**src/core/pmbus_wp_consts.svh**
```systemverilog
// Purpose: Command codes, field positions, reset values for the write-protect and addressing block
// Assumes: Included by the package and every module that needs the numbers
// Notes:   Guarded against double inclusion
`ifndef PMBUS_WP_CONSTS_SVH
`define PMBUS_WP_CONSTS_SVH

// Command codes handled or screened here
`define CMD_PAGE            8'h00
`define CMD_OPERATION       8'h01
`define CMD_ON_OFF_CONFIG   8'h02
`define CMD_CLEAR_FAULTS    8'h03
`define CMD_WRITE_PROTECT   8'h10
`define CMD_STORE_USER_ALL  8'h15
`define CMD_PLUS            8'hC8
`define CMD_DATA_PLUS_A     8'hC9
`define CMD_DATA_PLUS_B     8'hCA
`define CMD_GLOBAL_MASK     8'hE4
`define CMD_BASE_ADDR       8'hE6
// Default nonvolatile unlock code, overridable by parameter
`define CMD_NVM_UNLOCK_DFLT 8'hB0

// Protection register codes
`define WP_CODE_NONE        8'h00
`define WP_CODE_LEVEL2      8'h40
`define WP_CODE_LEVEL1      8'h80

// Page values
`define PAGE_GLOBAL         8'hFF
`define PAGE_MAX            5'h03

// Reset values
`define RST_PAGE            8'h00
`define RST_WRITE_PROTECT   8'h00
`define RST_GLOBAL_MASK     8'h0F
`define RST_BASE_ADDR       8'h5C

// Indirect command word fields
`define CP_HOST_BIT         14
`define CP_PAGE_HI          13
`define CP_PAGE_LO          9
`define CP_PTR_HI           8
`define CP_PTR_LO           0

// Register field widths
`define MASK_CH_W           4
`define BASE_ADDR_W         7

// Block read step in bytes per word read
`define BLK_STEP            8'h02

// Address select pin states
`define ASEL_LOW            2'b00
`define ASEL_FLOAT          2'b01
`define ASEL_HIGH           2'b10
`define ASEL_WEIGHT         4'h3

`endif

```
**src/core/pmbus_wp_pkg.sv**
```systemverilog
// Purpose: Types and shared decode functions
// Assumes: Constants header on the include path
// Notes:   Functions are used by the direct and indirect write paths
`include "pmbus_wp_consts.svh"

package pmbus_wp_pkg;

  // Effective protection level
  typedef enum logic [1:0] {
    WP_LVL_NONE = 2'b00,
    WP_LVL_2    = 2'b01,
    WP_LVL_1    = 2'b10
  } wp_level_t;

  // Transaction sequencer states
  typedef enum logic [1:0] {
    ST_IDLE = 2'b01,
    ST_MEM  = 2'b10
  } fsm_state_t;

  // Write permission for a command code under a protection level
  function automatic logic write_allowed(input wp_level_t lvl, input logic [7:0] code,
                                         input logic [7:0] unlock_code);
    logic ok;
    ok = 1'b0;
    case (lvl)
      WP_LVL_NONE: ok = 1'b1;
      WP_LVL_1:    ok = (code == `CMD_WRITE_PROTECT) || (code == `CMD_PAGE);
      WP_LVL_2:    ok = (code == `CMD_WRITE_PROTECT) || (code == `CMD_PAGE) ||
                        (code == unlock_code) || (code == `CMD_STORE_USER_ALL) ||
                        (code == `CMD_OPERATION) || (code == `CMD_GLOBAL_MASK) ||
                        (code == `CMD_CLEAR_FAULTS);
      default:     ok = 1'b0;
    endcase
    return ok;
  endfunction

  // One-hot channel select from a page number
  function automatic logic [3:0] chan_of(input logic [1:0] pg);
    logic [3:0] one;
    one = 4'h1;
    return one << pg;
  endfunction

endpackage : pmbus_wp_pkg

```
**src/core/wp_level_decode.sv**
```systemverilog
// Purpose: Effective write-protection level from pin and register
// Assumes: Pin synchronous to the clock
// Notes:   Purely combinational, no state
`timescale 1ns/1ps
`default_nettype none
`include "pmbus_wp_consts.svh"

module wp_level_decode (
  input  wire logic [7:0]              wp_reg_i,
  input  wire logic                    wp_pin_i,
  output pmbus_wp_pkg::wp_level_t      level_o
);
  import pmbus_wp_pkg::*;

  // Most restrictive of pin and register wins
  always_comb begin
    if (wp_reg_i == `WP_CODE_LEVEL1) begin
      level_o = WP_LVL_1;
    end else if (wp_pin_i || (wp_reg_i == `WP_CODE_LEVEL2)) begin
      level_o = WP_LVL_2;
    end else begin
      level_o = WP_LVL_NONE;
    end
  end
endmodule // wp_level_decode

`default_nettype wire

```
**src/core/slave_addr_gen.sv**
```systemverilog
// Purpose: Device address from base plus pin-selected offset, and address match
// Assumes: Select pins give low, float or high as two-bit codes
// Notes:   Offset is high-pin state times three plus low-pin state
`timescale 1ns/1ps
`default_nettype none
`include "pmbus_wp_consts.svh"

module slave_addr_gen (
  input  wire logic                    clk_i,
  input  wire logic                    rst_b_i,
  input  wire logic [6:0]              base_i,
  input  wire logic [1:0]              addr_select_hi_i,
  input  wire logic [1:0]              addr_select_lo_i,
  input  wire logic [6:0]              bus_addr_i,
  input  wire logic                    bus_addr_valid_i,
  output logic      [6:0]              dev_addr_o,
  output logic                         addr_hit_o
);
  import pmbus_wp_pkg::*;

  typedef struct packed {
    logic [6:0] dev_addr;
    logic       hit;
  } ag_state_t;

  ag_state_t st_r;
  ag_state_t st_nxt;
  logic [3:0] hi_w;
  logic [3:0] lo_w;
  logic [3:0] offset;

  // Pin state to weight, undefined code counts as high
  always_comb begin
    hi_w = (addr_select_hi_i == `ASEL_LOW)   ? 4'h0 :
           (addr_select_hi_i == `ASEL_FLOAT) ? 4'h1 : 4'h2;
    lo_w = (addr_select_lo_i == `ASEL_LOW)   ? 4'h0 :
           (addr_select_lo_i == `ASEL_FLOAT) ? 4'h1 : 4'h2;
    offset = 4'((hi_w * `ASEL_WEIGHT) + lo_w);
  end

  // Address sum and match on the live address
  always_comb begin
    st_nxt          = st_r;
    st_nxt.dev_addr = 7'(base_i + {3'h0, offset});
    st_nxt.hit      = bus_addr_valid_i && (bus_addr_i == st_nxt.dev_addr);
  end

  always_ff @(posedge clk_i) begin
    if (!rst_b_i) begin
      st_r <= '0;
    end else begin
      st_r <= st_nxt;
    end
  end

  assign dev_addr_o = st_r.dev_addr;
  assign addr_hit_o = st_r.hit;
endmodule // slave_addr_gen

`default_nettype wire

```
**src/core/pmbus_write_protect_addressing.sv**
```systemverilog
// Purpose: Command gatekeeping, global page mask, indirect host access, device address
// Assumes: A bus front end hands over decoded byte/word commands; memory answers in the access cycle
// Notes:   Refused writes still answer; responses one cycle after local, two after memory access
`timescale 1ns/1ps
`default_nettype none
`include "pmbus_wp_consts.svh"

module pmbus_write_protect_addressing #(
  parameter logic [7:0] NVM_UNLOCK_CODE = `CMD_NVM_UNLOCK_DFLT
) (
  input  wire logic                    clk_i,
  input  wire logic                    rst_b_i,
  input  wire logic                    req_valid_i,
  input  wire logic                    req_write_i,
  input  wire logic [7:0]              req_code_i,
  input  wire logic [15:0]             req_wdata_i,
  input  wire logic                    req_paged_i,
  output logic                         req_ready_o,
  output logic                         rsp_valid_o,
  output logic      [15:0]             rsp_data_o,
  output logic                         rsp_refused_o,
  output logic                         comm_fault_o,
  input  wire logic                    write_protect_pin_i,
  output pmbus_wp_pkg::wp_level_t      wp_level_o,
  output logic                         mem_rd_o,
  output logic                         mem_wr_o,
  output logic      [8:0]              mem_addr_o,
  output logic      [3:0]              mem_chan_o,
  output logic      [7:0]              mem_index_o,
  output logic      [15:0]             mem_wdata_o,
  input  wire logic [15:0]             mem_rdata_i,
  output logic      [1:0]              poke_failed_o,
  input  wire logic [1:0]              addr_select_hi_i,
  input  wire logic [1:0]              addr_select_lo_i,
  input  wire logic [6:0]              bus_addr_i,
  input  wire logic                    bus_addr_valid_i,
  output logic      [6:0]              dev_addr_o,
  output logic                         addr_hit_o
);
  import pmbus_wp_pkg::*;

  typedef struct packed {
    fsm_state_t       state;
    logic             ready;
    logic [7:0]       page;
    logic [7:0]       wp;
    logic [7:0]       mask;
    logic [7:0]       base;
    wp_level_t        level;
    logic [1:0][4:0]  hpage;
    logic [1:0][8:0]  hptr;
    logic [1:0][7:0]  hidx;
    logic [1:0]       poke_fail;
    logic             pend_peek;
    logic             pend_host;
    logic             mem_rd;
    logic             mem_wr;
    logic [8:0]       mem_addr;
    logic [3:0]       mem_chan;
    logic [7:0]       mem_index;
    logic [15:0]      mem_wdata;
    logic             rsp_valid;
    logic [15:0]      rsp_data;
    logic             rsp_refused;
    logic             comm_fault;
  } blk_state_t;

  blk_state_t st_r;
  blk_state_t st_nxt;
  wp_level_t  level_w;
  logic       take;
  logic       host;
  logic       is_global;
  logic       global_ok;
  logic       poke_ok;

  // Effective protection level
  wp_level_decode u_wp_level (
    .wp_reg_i (st_r.wp),
    .wp_pin_i (write_protect_pin_i),
    .level_o  (level_w)
  );

  // Device address generation and match
  slave_addr_gen u_addr (
    .clk_i            (clk_i),
    .rst_b_i          (rst_b_i),
    .base_i           (st_r.base[6:0]),
    .addr_select_hi_i (addr_select_hi_i),
    .addr_select_lo_i (addr_select_lo_i),
    .bus_addr_i       (bus_addr_i),
    .bus_addr_valid_i (bus_addr_valid_i),
    .dev_addr_o       (dev_addr_o),
    .addr_hit_o       (addr_hit_o)
  );

  // Request decode helpers
  always_comb begin
    take      = req_valid_i && st_r.ready;
    host      = (req_code_i == `CMD_DATA_PLUS_B);
    is_global = (st_r.page == `PAGE_GLOBAL);
    global_ok = (req_code_i == `CMD_CLEAR_FAULTS) || (req_code_i == `CMD_OPERATION) ||
                (req_code_i == `CMD_ON_OFF_CONFIG);
    poke_ok   = (st_r.hpage[host] <= `PAGE_MAX) && !st_r.hptr[host][8] &&
                write_allowed(level_w, st_r.hptr[host][7:0], NVM_UNLOCK_CODE);
  end

  // Next-state logic for the whole block
  always_comb begin
    st_nxt             = st_r;
    st_nxt.level       = level_w;
    st_nxt.mem_rd      = 1'b0;
    st_nxt.mem_wr      = 1'b0;
    st_nxt.rsp_valid   = 1'b0;
    st_nxt.rsp_refused = 1'b0;
    st_nxt.comm_fault  = 1'b0;
    case (st_r.state)
      ST_IDLE: begin
        if (take && req_write_i) begin
          st_nxt.rsp_valid = 1'b1;
          st_nxt.rsp_data  = 16'h0000;
          case (req_code_i)
            `CMD_PAGE: begin
              st_nxt.page = req_wdata_i[7:0];
            end
            `CMD_WRITE_PROTECT: begin
              st_nxt.wp = req_wdata_i[7:0];
            end
            `CMD_GLOBAL_MASK: begin
              if (write_allowed(level_w, req_code_i, NVM_UNLOCK_CODE)) begin
                st_nxt.mask = {4'h0, req_wdata_i[`MASK_CH_W-1:0]};
              end else begin
                st_nxt.rsp_refused = 1'b1;
              end
            end
            `CMD_BASE_ADDR: begin
              if (write_allowed(level_w, req_code_i, NVM_UNLOCK_CODE)) begin
                st_nxt.base = {1'b0, req_wdata_i[`BASE_ADDR_W-1:0]};
              end else begin
                st_nxt.rsp_refused = 1'b1;
              end
            end
            `CMD_PLUS: begin
              // Cache page and pointer for the selected host only
              st_nxt.hpage[req_wdata_i[`CP_HOST_BIT]] = req_wdata_i[`CP_PAGE_HI:`CP_PAGE_LO];
              st_nxt.hptr[req_wdata_i[`CP_HOST_BIT]]  = req_wdata_i[`CP_PTR_HI:`CP_PTR_LO];
              st_nxt.hidx[req_wdata_i[`CP_HOST_BIT]]  = 8'h00;
            end
            `CMD_DATA_PLUS_A, `CMD_DATA_PLUS_B: begin
              // Poke with the host's own page, main page untouched
              if (poke_ok) begin
                st_nxt.state           = ST_MEM;
                st_nxt.ready           = 1'b0;
                st_nxt.rsp_valid       = 1'b0;
                st_nxt.mem_wr          = 1'b1;
                st_nxt.mem_addr        = st_r.hptr[host];
                st_nxt.mem_chan        = chan_of(st_r.hpage[host][1:0]);
                st_nxt.mem_index       = 8'h00;
                st_nxt.mem_wdata       = req_wdata_i;
                st_nxt.poke_fail[host] = 1'b0;
              end else begin
                st_nxt.poke_fail[host] = 1'b1;
                st_nxt.rsp_refused     = 1'b1;
              end
            end
            default: begin
              if (is_global && !global_ok) begin
                st_nxt.comm_fault  = 1'b1;
                st_nxt.rsp_refused = 1'b1;
              end else if (!write_allowed(level_w, req_code_i, NVM_UNLOCK_CODE)) begin
                st_nxt.rsp_refused = 1'b1;
              end else begin
                st_nxt.state     = ST_MEM;
                st_nxt.ready     = 1'b0;
                st_nxt.rsp_valid = 1'b0;
                st_nxt.mem_wr    = 1'b1;
                st_nxt.mem_addr  = {1'b0, req_code_i};
                st_nxt.mem_index = 8'h00;
                st_nxt.mem_wdata = req_wdata_i;
                if (is_global) begin
                  st_nxt.mem_chan = st_r.mask[`MASK_CH_W-1:0];
                end else if (req_paged_i) begin
                  st_nxt.mem_chan = chan_of(st_r.page[1:0]);
                end else begin
                  st_nxt.mem_chan = 4'h0;
                end
              end
            end
          endcase
        end else if (take) begin
          // Reads are never screened by protection
          st_nxt.rsp_valid = 1'b1;
          case (req_code_i)
            `CMD_PAGE:          st_nxt.rsp_data = {8'h00, st_r.page};
            `CMD_WRITE_PROTECT: st_nxt.rsp_data = {8'h00, st_r.wp};
            `CMD_GLOBAL_MASK:   st_nxt.rsp_data = {8'h00, st_r.mask};
            `CMD_BASE_ADDR:     st_nxt.rsp_data = {8'h00, st_r.base};
            `CMD_PLUS:          st_nxt.rsp_data = 16'h0000;
            `CMD_DATA_PLUS_A, `CMD_DATA_PLUS_B: begin
              // Peek or block read through the host's cached pointer
              st_nxt.state     = ST_MEM;
              st_nxt.ready     = 1'b0;
              st_nxt.rsp_valid = 1'b0;
              st_nxt.mem_rd    = 1'b1;
              st_nxt.mem_addr  = st_r.hptr[host];
              st_nxt.mem_chan  = chan_of(st_r.hpage[host][1:0]);
              st_nxt.mem_index = st_r.hidx[host];
              st_nxt.pend_peek = 1'b1;
              st_nxt.pend_host = host;
            end
            default: begin
              if (is_global && req_paged_i) begin
                st_nxt.comm_fault = 1'b1;
                st_nxt.rsp_data   = 16'h0000;
              end else begin
                st_nxt.state     = ST_MEM;
                st_nxt.ready     = 1'b0;
                st_nxt.rsp_valid = 1'b0;
                st_nxt.mem_rd    = 1'b1;
                st_nxt.mem_addr  = {1'b0, req_code_i};
                st_nxt.mem_chan  = req_paged_i ? chan_of(st_r.page[1:0]) : 4'h0;
                st_nxt.mem_index = 8'h00;
                st_nxt.pend_peek = 1'b0;
              end
            end
          endcase
        end
      end
      ST_MEM: begin
        // Memory access cycle; capture data and answer next cycle
        st_nxt.state     = ST_IDLE;
        st_nxt.ready     = 1'b1;
        st_nxt.rsp_valid = 1'b1;
        st_nxt.rsp_data  = st_r.mem_rd ? mem_rdata_i : 16'h0000;
        if (st_r.mem_rd && st_r.pend_peek) begin
          st_nxt.hidx[st_r.pend_host] = 8'(st_r.hidx[st_r.pend_host] + `BLK_STEP);
        end
        st_nxt.pend_peek = 1'b0;
      end
      default: begin
        st_nxt.state = ST_IDLE;
        st_nxt.ready = 1'b1;
      end
    endcase
  end

  // State register
  always_ff @(posedge clk_i) begin
    if (!rst_b_i) begin
      st_r           <= '0;
      st_r.state     <= ST_IDLE;
      st_r.ready     <= 1'b1;
      st_r.page      <= `RST_PAGE;
      st_r.wp        <= `RST_WRITE_PROTECT;
      st_r.mask      <= `RST_GLOBAL_MASK;
      st_r.base      <= `RST_BASE_ADDR;
      st_r.level     <= WP_LVL_NONE;
    end else begin
      st_r <= st_nxt;
    end
  end

  // Outputs straight from the state register
  assign req_ready_o   = st_r.ready;
  assign rsp_valid_o   = st_r.rsp_valid;
  assign rsp_data_o    = st_r.rsp_data;
  assign rsp_refused_o = st_r.rsp_refused;
  assign comm_fault_o  = st_r.comm_fault;
  assign wp_level_o    = st_r.level;
  assign mem_rd_o      = st_r.mem_rd;
  assign mem_wr_o      = st_r.mem_wr;
  assign mem_addr_o    = st_r.mem_addr;
  assign mem_chan_o    = st_r.mem_chan;
  assign mem_index_o   = st_r.mem_index;
  assign mem_wdata_o   = st_r.mem_wdata;
  assign poke_failed_o = st_r.poke_fail;
endmodule // pmbus_write_protect_addressing

`default_nettype wire

```
**config.mk**
```make
export PLATFORM = sky130hd
export DESIGN_NAME = pmbus_write_protect_addressing
export DESIGN_NICKNAME = d
export VERILOG_FILES = /design/src/core/pmbus_wp_pkg.sv /design/src/core/wp_level_decode.sv /design/src/core/slave_addr_gen.sv /design/src/core/pmbus_write_protect_addressing.sv
export VERILOG_INCLUDE_DIRS = /design/src /design/src/core
export SDC_FILE = /design/constraint.sdc
export NUM_CORES = 1
export LEC_CHECK = 0
export BUFFER_PORTS_ARGS = -buffer_cell sky130_fd_sc_hd__buf_2
export CAP_MARGIN = 20
export CORE_UTILIZATION = 24
export CTS_BUF_LIST = sky130_fd_sc_hd__clkbuf_16
export CTS_CLUSTER_SIZE = 40
export DETAILED_ROUTE_END_ITERATION = 8
export SLEW_MARGIN = 10
export SYNTH_ARGS = -nofsm -noshare
export SYNTH_HDL_FRONTEND = slang
export SYNTH_HIERARCHICAL = 1
export SYNTH_SLANG_ARGS = --single-unit
```
**constraint.sdc**
```tcl
create_clock -name clk_i -period 7.01 [get_ports clk_i]
set_input_delay 1.402 -clock clk_i [delete_from_list [all_inputs] [get_ports clk_i]]
set_output_delay 1.402 -clock clk_i [all_outputs]
set_load 0.02 [all_outputs]
```
==> summary.txt, run 1 <==
CTS H-tree depth: 4
layout cell share with drive strength beyond 1: 21.7%
worst-path maximum fanout: 22
ys async rst share: 0%
min cycle time layout: 4.17 ns
#FFs+latches synth: 145
total leakage power: 3.49 nW
post-DP HPWL: 17300 µm
Final Util: 27.9%
# DRC: 0
Max VDD drop: 0.000137 V
CTS tree: done
period utilisation layout: 59.6%
core area: 31600 µm²
Final Cell Area: 8810 µm²
f_max: 0.240 GHz
Root Buffer: clkbuf_16
Critical Path, Cell by Cell: buf_2, and4b_1, nand2_1, nand2_1, o2111ai_2, o211a_4, nor2_2, a311oi_1
Yosys warning count: 6
metal3 WL: 1520 µm
worst-case clock skew: 0.0168 ns
WHS Path Cells: 2
num ports: 129
DR WL met2: 10500 µm
Via Count: 6762
Detail Route Antenna Nets: 0
crit path launch type: primary input
sequential share of power: 43.3%
post-synthesis sequential area ratio: 37.5%
path type of the worst setup path: primary input to flop
first-pass GRT wire length: 36000 µm
synth-to-layout area growth: 13.9%
ys flop type: dfxtp_1
CP delay by family, top: simple AND/OR/NAND/NOR gates
first drt pass iteration count: 6
Pint: 0.00142 W
relative slew slack: 28.6%
Synth Area in Simple Gates: 22.3%
die area: 33000 µm²
initial core utilization: 24.5%
RSZ-0062 raised after global routing: false
most used cell, CP: nand2_1
Crit path largest cell delay: 0.66 ns
crit path DAT: 4.43 ns
Crit-path slowest cell: nor2_2
critical path depth in cells: 8
Syn Std Cell Area: 7740 µm²
PortBufs: 128
adder-cell share of the synthesized area: 2.30%
CTS clk-pin slew, worst paths: 0.07 ns
clock buffer depth: 2
final global-route overflow total: 0
switching fraction of total power: 28.1%
Comb pwr share: 11.7%
setup violators final: 0
CP Capture Type: flop
final hold violations: 0
max cap viols: 0
Worst Tran Pin Value: 1.07 ns
final slew viol count: 0
pwr/cell area: 224 nW/µm²
worst-case reg-to-reg path depth: 9
setup bufs post-CTS: 0
Worst Hold Class: flop to flop
vias per cell: 4.98
Synth cell types: 87
number of flops mapped to enable cells by yosys: 0
area leader, netlist: dfxtp_1
largest net degree at the start of global routing: 66
top cells by area, synth: dfxtp_1, nand2_1, mux2i_1
final WL: 23200 µm
std cell rows: 65
sw power: 0.000556 W
syn_nets: 968
clock latency on the worst-skew pair: 0.43 ns
Clock Sinks: 145
Clock power frac: 45.0%
layout net count: 1010
post-synth top area share: 37.5%
GR Util All Layers: 14.0%
post-synthesis xor/xnor area fraction: 2.23%
RD Place Congestion: 0.938
WL met1: 10600 µm
DR WL/cell: 17.1 µm
number of global-route vias before repair: 6296
DR iter-0 viols: 616
Buf/Inv on CP: 1
Die H: 182 µm
outcome: finished, final reports clean
highest metal used: met5
worst path required time: 7.27 ns
# hold bufs at CTS: 0
post-cts sizing count: 0
most frequent cells in the layout: dfxtp_1, nand2_1, buf_2
initial antenna violation count: 6
Syn Inst Count: 897
Avg Inst Size Synth: 8.63 µm²
Area after DPL: 8230 µm²
Synth Area in Compound Gates: 19.1%
largest family of logic cells by synthesized area: simple AND/OR/NAND/NOR gates
setup tns final: 0 ns
CTS Buf Count: 17
most common cell after layout, fill and taps aside: dfxtp_1
mux share of post-synthesis cell area: 7.24%
Die Span X: 182 µm
[synth_stat cells, drive strengths merged (5+ instances only)]
cell type  number
dfxtp         145
nand2         131
buf            76
a21oi          74
nor2           72
mux2i          47
nand3          34
clkbuf         31
o21ai          21
a22o           17
a22oi          15
nor3           15
inv            13
or4            13
ha             11
nor4           10
xor2           10
a211oi          9
o211ai          9
and2            8
and3            8
mux2            8
a311oi          7
nand4           7
xnor2           7
a21o            6
a31oi           6
a32oi           5
nand2b          5
nor2b           5
nor3b           5
o22ai           5
[logic make-up (layout without fill, tap and decap cells)]
| group | Yosys count | count (layout) |
|---|---|---|
| AND/OR/NAND/NOR | 339 | 339 |
| AO/OA/AOI/OAI | 206 | 206 |
| flip-flops | 145 | 145 |
| buffers and inverters | 121 | 176 |
| multiplexers | 55 | 55 |
| XOR/XNOR | 18 | 18 |
| adder cells (fa/ha/maj) | 13 | 13 |
| other | 0 | 3 |
[worst reg2reg max path, stage by stage, from the launching register on]
cell and delay [ns]:
dfxtp_1 0.35, nor4_4 0.36, a31o_2 0.21, a21oi_2 0.13, or3_1 0.39, o311ai_2 0.33, o2111ai_2 0.29, o211a_4 0.24
nor2_2 0.66, a311oi_1 0.20
[sequential cells by signal, summed over array words and instances, names as in the netlist, 2 cells and up, named ones only]
signal             cells
st_r                  75
mem_wdata_o           16
rsp_data_o            16
mem_addr_o             9
mem_index_o            8
u_addr/dev_addr_o      7
mem_chan_o             4
wp_level_o             2
[layout make-up]
cell class | instances | area, µm²
fillers | 3386 | 22800
multi-input cells | 631 | 4120
flip-flops and latches | 145 | 2900
repair buffers | 130 | 656
well taps | 402 | 503
clock buffers | 17 | 425
clock inverters | 15 | 148
inverters | 14 | 52.6
diodes | 3 | 7.51
[stage by stage]
step	hold WS, ns	power (W)	instances	worst slack, ns
floorplan	0.412	0.00104	897	2.81
CTS	0.441	0.00200	1354	2.89
finish	0.441	0.00198	1357	2.84
detailed placement	0.426	0.00110	1322	2.45
global route	0.466	0.00206	1356	2.57
global placement	0.422	0.00110	1322	2.56
[path summary, 6_finish.rpt]
check,startpoint,endpoint,slack [ns]
worst max-delay path,req_code_i[4],mem_chan_o[2]$_SDFFE_PN0P_,2.84
worst min-delay path,st_r[62]$_SDFFE_PN0P_,st_r[62]$_SDFFE_PN0P_,0.44
worst max register to register,st_r[125]$_SDFFE_PN0P_,mem_chan_o[2]$_SDFFE_PN0P_,3.69
worst min register to register,st_r[62]$_SDFFE_PN0P_,st_r[62]$_SDFFE_PN0P_,0.44
[power by group through the flow]
stage / logic (W) / registers [W] / clock network [W]
after detailed placement: 0.000230 / 0.000875 / 0
after floorplan: 0.000167 / 0.000877 / 0
final: 0.000231 / 0.000856 / 0.000888
after CTS: 0.000231 / 0.000856 / 0.000916
after global routing: 0.000254 / 0.000858 / 0.000953
after global placement: 0.000228 / 0.000874 / 0
[per-layer routing]
metal | vias to the layer above | track usage, %
met3 | 36 | 3.65
met5 | - | 0
li1 | 3267 | -
met2 | 218 | 21.8
met4 | 6 | 5.32
met1 | 3235 | 18.6
No activity file was read; power rests on OpenSTA's default activity.
==> run 2: changes to the inputs <==
clock period = 3.9 ns   (was 7.01 ns; I/O delays follow)
==> run 2 against run 1 <==
Cell area increased by 1.8%. Non-clock buffer count increased by 20. Sequential share of layout area decreased by 0.57 points. Global-route usage increased by 0.35 points. Clock power increased by 85%. Hold slack improved by 0.0033 ns. Clock skew decreased by 0.0071 ns. Register-to-register slack got worse by 3.0 ns. Clock-buffer cell count unchanged. Highest routed layer unchanged.
==> summary.txt, run 2 (synthesized netlist as in run 1, its figures left out) <==
period utilisation layout: 89.2%
setup bufs post-CTS: 0 (unchanged)
die area: 33000 µm² (unchanged)
clock buffer depth: 2 (unchanged)
most used cell, CP: ha_1 (was nand2_1)
largest net degree at the start of global routing: 38 (was 66)
Clock power frac: 45.4% (was 45.0%)
number of global-route vias before repair: 6376 (was 6296)
first-pass GRT wire length: 36800 µm (was 36000 µm)
CP Capture Type: flop (unchanged)
Via Count: 6833 (was 6762)
worst-path maximum fanout: 4 (was 22)
r2r startpoint: st_r[125]$_SDFFE_PN0P_ (unchanged)
Max VDD drop: 0.000223 V (was 0.000137 V)
clock latency on the worst-skew pair: 0.43 ns (about the same)
Clock Sinks: 145 (unchanged)
Crit-path slowest cell: fa_1 (was nor2_2)
DR WL met2: 10400 µm (was 10500 µm)
post-cts sizing count: 0 (unchanged)
WL met1: 10600 µm (about the same)
worst-case clock skew: 0.00965 ns (was 0.0168 ns)
final slew viol count: 0 (unchanged)
Worst Tran Pin Value: 0.928 ns (was 1.07 ns)
CTS clk-pin slew, worst paths: 0.06 ns (was 0.07 ns)
Die H: 182 µm (unchanged)
num ports: 129 (unchanged)
CTS Buf Count: 17 (unchanged)
crit path DAT: 3.81 ns (was 4.43 ns)
CP delay by family, top: simple AND/OR/NAND/NOR gates (unchanged)
relative slew slack: 38.0% (was 28.6%)
DR WL/cell: 17.2 µm (was 17.1 µm)
Worst Slack Setup Final: 0.421 ns (was 2.84 ns)
crit path launch type: primary input (unchanged)
Largest register FFs: 75 (unchanged)
std cell rows: 65 (unchanged)
# DRC: 0 (unchanged)
final std cells w/o fill: 1376 (was 1357)
RD Place Congestion: 0.911 (was 0.938)
total leakage power: 3.59 nW (was 3.49 nW)
most frequent cells in the layout: dfxtp_1, nand2_1, buf_2 (unchanged)
Pint: 0.00261 W (was 0.00142 W)
f_max: 0.287 GHz
Detail Route Antenna Nets: 0 (unchanged)
synth-to-layout area growth: 15.9% (was 13.9%)
min cycle time layout: 3.48 ns
setup tns final: 0 ns (unchanged)
worst-case reg-to-reg path depth: 9 (unchanged)
RSZ-0062 raised after global routing: false (unchanged)
Critical Path, Cell by Cell: buf_2, or2_2, ha_1, ha_1, inv_1, fa_1, inv_1, ha_1, nand3_2, nand2_2, xor3_1, or4_1, nor4_1 (was buf_2, and4b_1, nand2_1, nand2_1, o2111ai_2, o211a_4, nor2_2, a311oi_1)
R2R Path End: mem_chan_o[3]$_SDFFE_PN0P_ (was mem_chan_o[2]$_SDFFE_PN0P_)
highest metal used: met5 (unchanged)
most common cell after layout, fill and taps aside: dfxtp_1 (unchanged)
path type of the worst setup path: primary input to flop (unchanged)
outcome: finished, final reports clean (unchanged)
final-layout fill cell count: 3363 (was 3386)
Comb pwr share: 12.1% (was 11.7%)
Buf/Inv on CP: 3 (was 1)
WHS Path Cells: 2 (unchanged)
pwr/cell area: 402 nW/µm² (was 224 nW/µm²)
switching fraction of total power: 27.6% (was 28.1%)
Hold EP: st_r[62]$_SDFFE_PN0P_ (unchanged)
layout cell share with drive strength beyond 1: 23.1% (was 21.7%)
initial antenna violation count: 6 (unchanged)
first drt pass iteration count: 8 (was 6)
final hold violations: 0 (unchanged)
crit path launch: addr_select_hi_i[1] (was req_code_i[4])
setup slack, reg-to-reg: 0.66 ns (was 3.69 ns)
Worst Hold Launch: st_r[62]$_SDFFE_PN0P_ (unchanged)
Crit path largest cell delay: 0.54 ns (was 0.66 ns)
Worst Hold Class: flop to flop (unchanged)
metal3 WL: 1950 µm (was 1520 µm)
sequential share of power: 42.5% (was 43.3%)
Final Cell Area: 8970 µm² (was 8810 µm²)
Area after DPL: 8380 µm² (was 8230 µm²)
max cap viols: 0 (unchanged)
post-DP HPWL: 17700 µm (was 17300 µm)
PortBufs: 128 (unchanged)
Die Span X: 182 µm (unchanged)
DR iter-0 viols: 600 (was 616)
core area: 31600 µm² (unchanged)
placed cells: 1341 (was 1322)
Root Buffer: clkbuf_16 (unchanged)
Place WS: -0.00838 ns (was 2.45 ns)
CTS H-tree depth: 4 (unchanged)
worst path required time: 4.23 ns (was 7.27 ns)
CTS tree: done (unchanged)
vias per cell: 4.97 (was 4.98)
register with the most flip-flops: st_r (unchanged)
layout net count: 1030 (was 1010)
final global-route overflow total: 0 (unchanged)
final WL: 23700 µm (was 23200 µm)
sw power: 0.000996 W (was 0.000556 W)
# hold bufs at CTS: 0 (unchanged)
initial core utilization: 24.5% (unchanged)
setup violators final: 0 (unchanged)
GR Util All Layers: 14.4% (was 14.0%)
run 2: worst max path at each step:
stage                                              end  depth (start not counted)
after floorplan           u_addr/addr_hit_o$_SDFF_PN0_                         12
after global placement    u_addr/addr_hit_o$_SDFF_PN0_                         13
after detailed placement  u_addr/addr_hit_o$_SDFF_PN0_                         13
after CTS                 u_addr/addr_hit_o$_SDFF_PN0_                         13
after global routing      u_addr/addr_hit_o$_SDFF_PN0_                         13
final                     u_addr/addr_hit_o$_SDFF_PN0_                         13
run 2: cell type report:
cell class,instances,area (µm²),area share [%]
well taps,402,503,5.61
clock inverters,15,156,1.74
inverters,14,52.6,0.586
diodes,2,5.00,0.0558
flip-flops and latches,145,2900,32.4
clock buffers,17,425,4.74
repair buffers,150,806,8.98
multi-input cells,631,4120,45.9
run 2: power by group through the flow:
stage	clock network [W]	logic (W)	registers (W)
finish	0.00164	0.000437	0.00153
global route	0.00174	0.000477	0.00154
CTS	0.00167	0.000438	0.00154
detailed placement	0	0.000436	0.00157
global placement	0	0.000432	0.00157
floorplan	0	0.000300	0.00158
run 2: layer usage:
| layer | up-vias | GRT usage (%) |
|---|---|---|
| met5 | - | 0 |
| met2 | 239 | 21.6 |
| met1 | 3237 | 18.3 |
| li1 | 3301 | - |
| met4 | 8 | 6.47 |
| met3 | 48 | 5.13 |
run 2: per-stage QoR:
stage,hold WS (ns),total power [W],util (%)
after global routing,0.472,0.00376,28.3
after global placement,0.421,0.00200,26.5
final,0.444,0.00361,28.4
after floorplan,0.412,0.00188,-
after detailed placement,0.427,0.00200,26.5
after CTS,0.439,0.00364,28.3
run 2: worst reg2reg max path, delay by kind of cell, from the launching register on:
| family | cells | cell delay [ns] |
|---|---|---|
| flip-flops | 1 | 0.35 |
| AND/OR/NAND/NOR | 3 | 1.42 |
| AO/OA/AOI/OAI | 6 | 1.28 |
==> run 3: changes to the inputs <==
ABC_AREA = 1   (was not set)
CORE_UTILIZATION = 45   (was 24)
HOLD_SLACK_MARGIN = 0.03   (was not set)
PLACE_DENSITY = 0.66   (was not set)
==> run 3 against run 2 <==
Non-clock buffer count shrank 3. Synthesized cell count grew 34%. Via count grew 11%. Cell count grew 9.2%. First-iteration DRC count grew 16%. Clock skew shrank 0.00092 ns. Total power grew 4.1%. Highest routed layer is now met4.
==> summary.txt, run 3 <==
Synth cell types: 46 (was 87)
layout cell share with drive strength beyond 1: 17.8% (was 23.1%)
number of flops mapped to enable cells by yosys: 0 (unchanged)
first-pass GRT wire length: 34700 µm (was 36800 µm)
worst-case clock skew: 0.00873 ns (was 0.00965 ns)
synth-to-layout area growth: 12.3% (was 15.9%)
RD Place Congestion: 0.929 (was 0.911)
min cycle time layout: 2.84 ns (was 3.48 ns)
Syn Std Cell Area: 8040 µm² (was 7740 µm²)
f_max: 0.352 GHz (was 0.287 GHz)
setup violators final: 0 (unchanged)
setup tns final: 0 ns (unchanged)
DR iter-0 viols: 697 (was 600)
Yosys warning count: 6 (unchanged)
crit path DAT: 3.20 ns (was 3.81 ns)
CTS tree: done (unchanged)
pwr/cell area: 416 nW/µm² (was 402 nW/µm²)
crit path launch type: primary input (unchanged)
Avg Inst Size Synth: 6.69 µm² (was 8.63 µm²)
final-layout fill cell count: 1747 (was 3363)
Power Total: 0.00376 W (was 0.00361 W)
first drt pass iteration count: 5 (was 8)
Clock Sinks: 145 (unchanged)
CTS H-tree depth: 4 (unchanged)
# DRC: 0 (unchanged)
Detail Route Antenna Nets: 0 (unchanged)
most common cell in the netlist: nand2_1 (was dfxtp_1)
CTS Buf Count: 17 (unchanged)
final slew viol count: 0 (unchanged)
final global-route overflow total: 0 (unchanged)
largest net degree at the start of global routing: 57 (was 38)
Root Buffer: clkbuf_16 (unchanged)
number of global-route vias before repair: 6871 (was 6376)
initial core utilization: 46.3% (was 24.5%)
post-synthesis sequential area ratio: 36.1% (was 37.5%)
#FFs+latches synth: 145 (unchanged)
final hold violations: 0 (unchanged)
Worst Hold Class: flop to flop (unchanged)
Place WS: 0.656 ns (was -0.00838 ns)
post-DP HPWL: 16100 µm (was 17700 µm)
Critical Path, Cell by Cell: buf_2, inv_2, nand2_2, nor2_4, nand2_2, nand2_4, inv_2, nor2_2, o21ai_1, nand2_2, nor2_4, nand2_1, inv_1, nand2_1, a21oi_1 (was buf_2, or2_2, ha_1, ha_1, inv_1, fa_1, inv_1, ha_1, nand3_2, nand2_2, xor3_1, or4_1, nor4_1)
post-cts sizing count: 0 (unchanged)
Worst Slack Setup Final: 1.06 ns (was 0.421 ns)
path type of the worst setup path: primary input to flop (unchanged)
Buf/Inv on CP: 4 (was 3)
Die H: 136 µm (was 182 µm)
register with the most flip-flops: st_r (unchanged)
DR WL/cell: 14.5 µm (was 17.2 µm)
GR Util All Layers: 24.3% (was 14.4%)
final WL: 21800 µm (was 23700 µm)
area leader, netlist: dfxtp_1 (unchanged)
ys flop type: dfxtp_1 (unchanged)
max cap viols: 0 (unchanged)
period utilisation layout: 72.8% (was 89.2%)
Via Count: 7578 (was 6833)
Crit-path slowest cell: nand2_2 (was fa_1)
# hold bufs at CTS: 0 (unchanged)
CTS clk-pin slew, worst paths: 0.06 ns (about the same)
diode count: 0 (was 2)
Final Util: 52.0% (was 28.4%)
most used cell, CP: nand2_2 (was ha_1)
CP delay by family, top: simple AND/OR/NAND/NOR gates (unchanged)
ys async rst share: 0% (unchanged)
clock latency on the worst-skew pair: 0.44 ns (was 0.43 ns)
total leakage power: 4.36 nW (was 3.59 nW)
die area: 18400 µm² (was 33000 µm²)
top cells by area, synth: dfxtp_1, nand2_1, inv_1 (was dfxtp_1, nand2_1, mux2i_1)
PortBufs: 128 (unchanged)
outcome: finished, final reports clean (unchanged)
core area: 17400 µm² (was 31600 µm²)
vias per cell: 5.04 (was 4.97)
Max VDD drop: 0.000303 V (was 0.000223 V)
relative slew slack: 62.4% (was 38.0%)
worst-path maximum fanout: 22 (was 4)
RSZ-0062 raised after global routing: false (unchanged)
Post-synth top cells: nand2_1, inv_1, dfxtp_1 (was dfxtp_1, nand2_1, a21oi_1)
clock buffer depth: 2 (unchanged)
most common cell after layout, fill and taps aside: nand2_1 (was dfxtp_1)
initial antenna violation count: 0 (was 6)
post-synth top area share: 36.1% (was 37.5%)
setup bufs post-CTS: 0 (unchanged)
worst path required time: 4.26 ns (was 4.23 ns)
layout net count: 1336 (was 1030)
Largest register FFs: 75 (unchanged)
Worst Tran Pin Value: 0.564 ns (was 0.928 ns)
most frequent cells in the layout: nand2_1, inv_1, dfxtp_1 (was dfxtp_1, nand2_1, buf_2)
Syn Inst Count: 1202 (was 897)
Crit path largest cell delay: 0.36 ns (was 0.54 ns)
CP Capture Type: flop (unchanged)
num ports: 129 (unchanged)
syn_nets: 1273 (was 968)
Die Span X: 136 µm (was 182 µm)
std cell rows: 48 (was 65)
-- run 3: changes by cell type after synthesis, sizes merged, moves of 12 or more --
cell | before | now
o21ai | 21 | 75
nand2 | 131 | 307
a21oi | 74 | 103
or4 | 13 | 0
mux2i | 47 | 0
nand3 | 34 | 68
nor2 | 72 | 142
a22oi | 15 | 3
a22o | 17 | 1
inv | 13 | 157
-- run 3: cells by family after synthesis --
kind of cell	Yosys count	synth area share, %
AND/OR/NAND/NOR	546	29.1
buffers and inverters	263	15.9
flip-flops	145	36.1
AO/OA/AOI/OAI	230	16.2
adder cells (fa/ha/maj)	13	2.21
XOR/XNOR	5	0.545
-- run 3: tightest hold or removal path, cell delays in order (launching register included) --
cell,delay (ns)
dfxtp_1,0.30
inv_1,0.06
a211oi_1,0.05
-- run 3: power breakdown --
part	switching, W	leakage, nW	internal (W)	total [W]
logic	0.000356	2.90	0.000167	0.000523
registers	0.0000230	1.18	0.00153	0.00155
clock network	0.000720	0.290	0.000960	0.00168
-- run 3: area by class of cell --
type                       count  area (µm²)  share of cell area [%]
multi-input combinational    794        3860                    42.8
sequential                   145        2900                    32.1
tap                          225         282                    3.12
timing repair buffer         147         783                    8.67
inverter                     160         603                    6.68
clock buffer                  17         425                    4.71
clock inverter                15         174                    1.93
-- run 3: through the flow --
step	cells	hold WS (ns)	area (µm²)
final	1503	0.451	9030
after detailed placement	1471	0.441	8430
after CTS	1503	0.450	9030
after global placement	1471	0.431	8430
after floorplan	1202	0.417	8040
after global routing	1503	0.477	9030
-- run 3: final timing paths --
path                            endpoint                   start  cells after the start  slack [ns]
max reg2reg        st_r[72]$_SDFFE_PN0P_  st_r[141]$_SDFFE_PN1P_                     12        1.12
min                st_r[70]$_SDFFE_PN0P_   st_r[70]$_SDFFE_PN0P_                      2        0.45
min reg2reg        st_r[70]$_SDFFE_PN0P_   st_r[70]$_SDFFE_PN0P_                      2        0.45
max          rsp_data_o[15]$_SDFFE_PN0P_           req_code_i[5]                     15        1.06
-- run 3: per-layer routing --
layer	up-vias	track usage, %	share of wire (%)
met2	201	38.1	45
met5	-	0	0
met3	34	5.61	5.6
li1	3923	-	-
met1	3420	32.7	47
met4	0	8.24	2.0
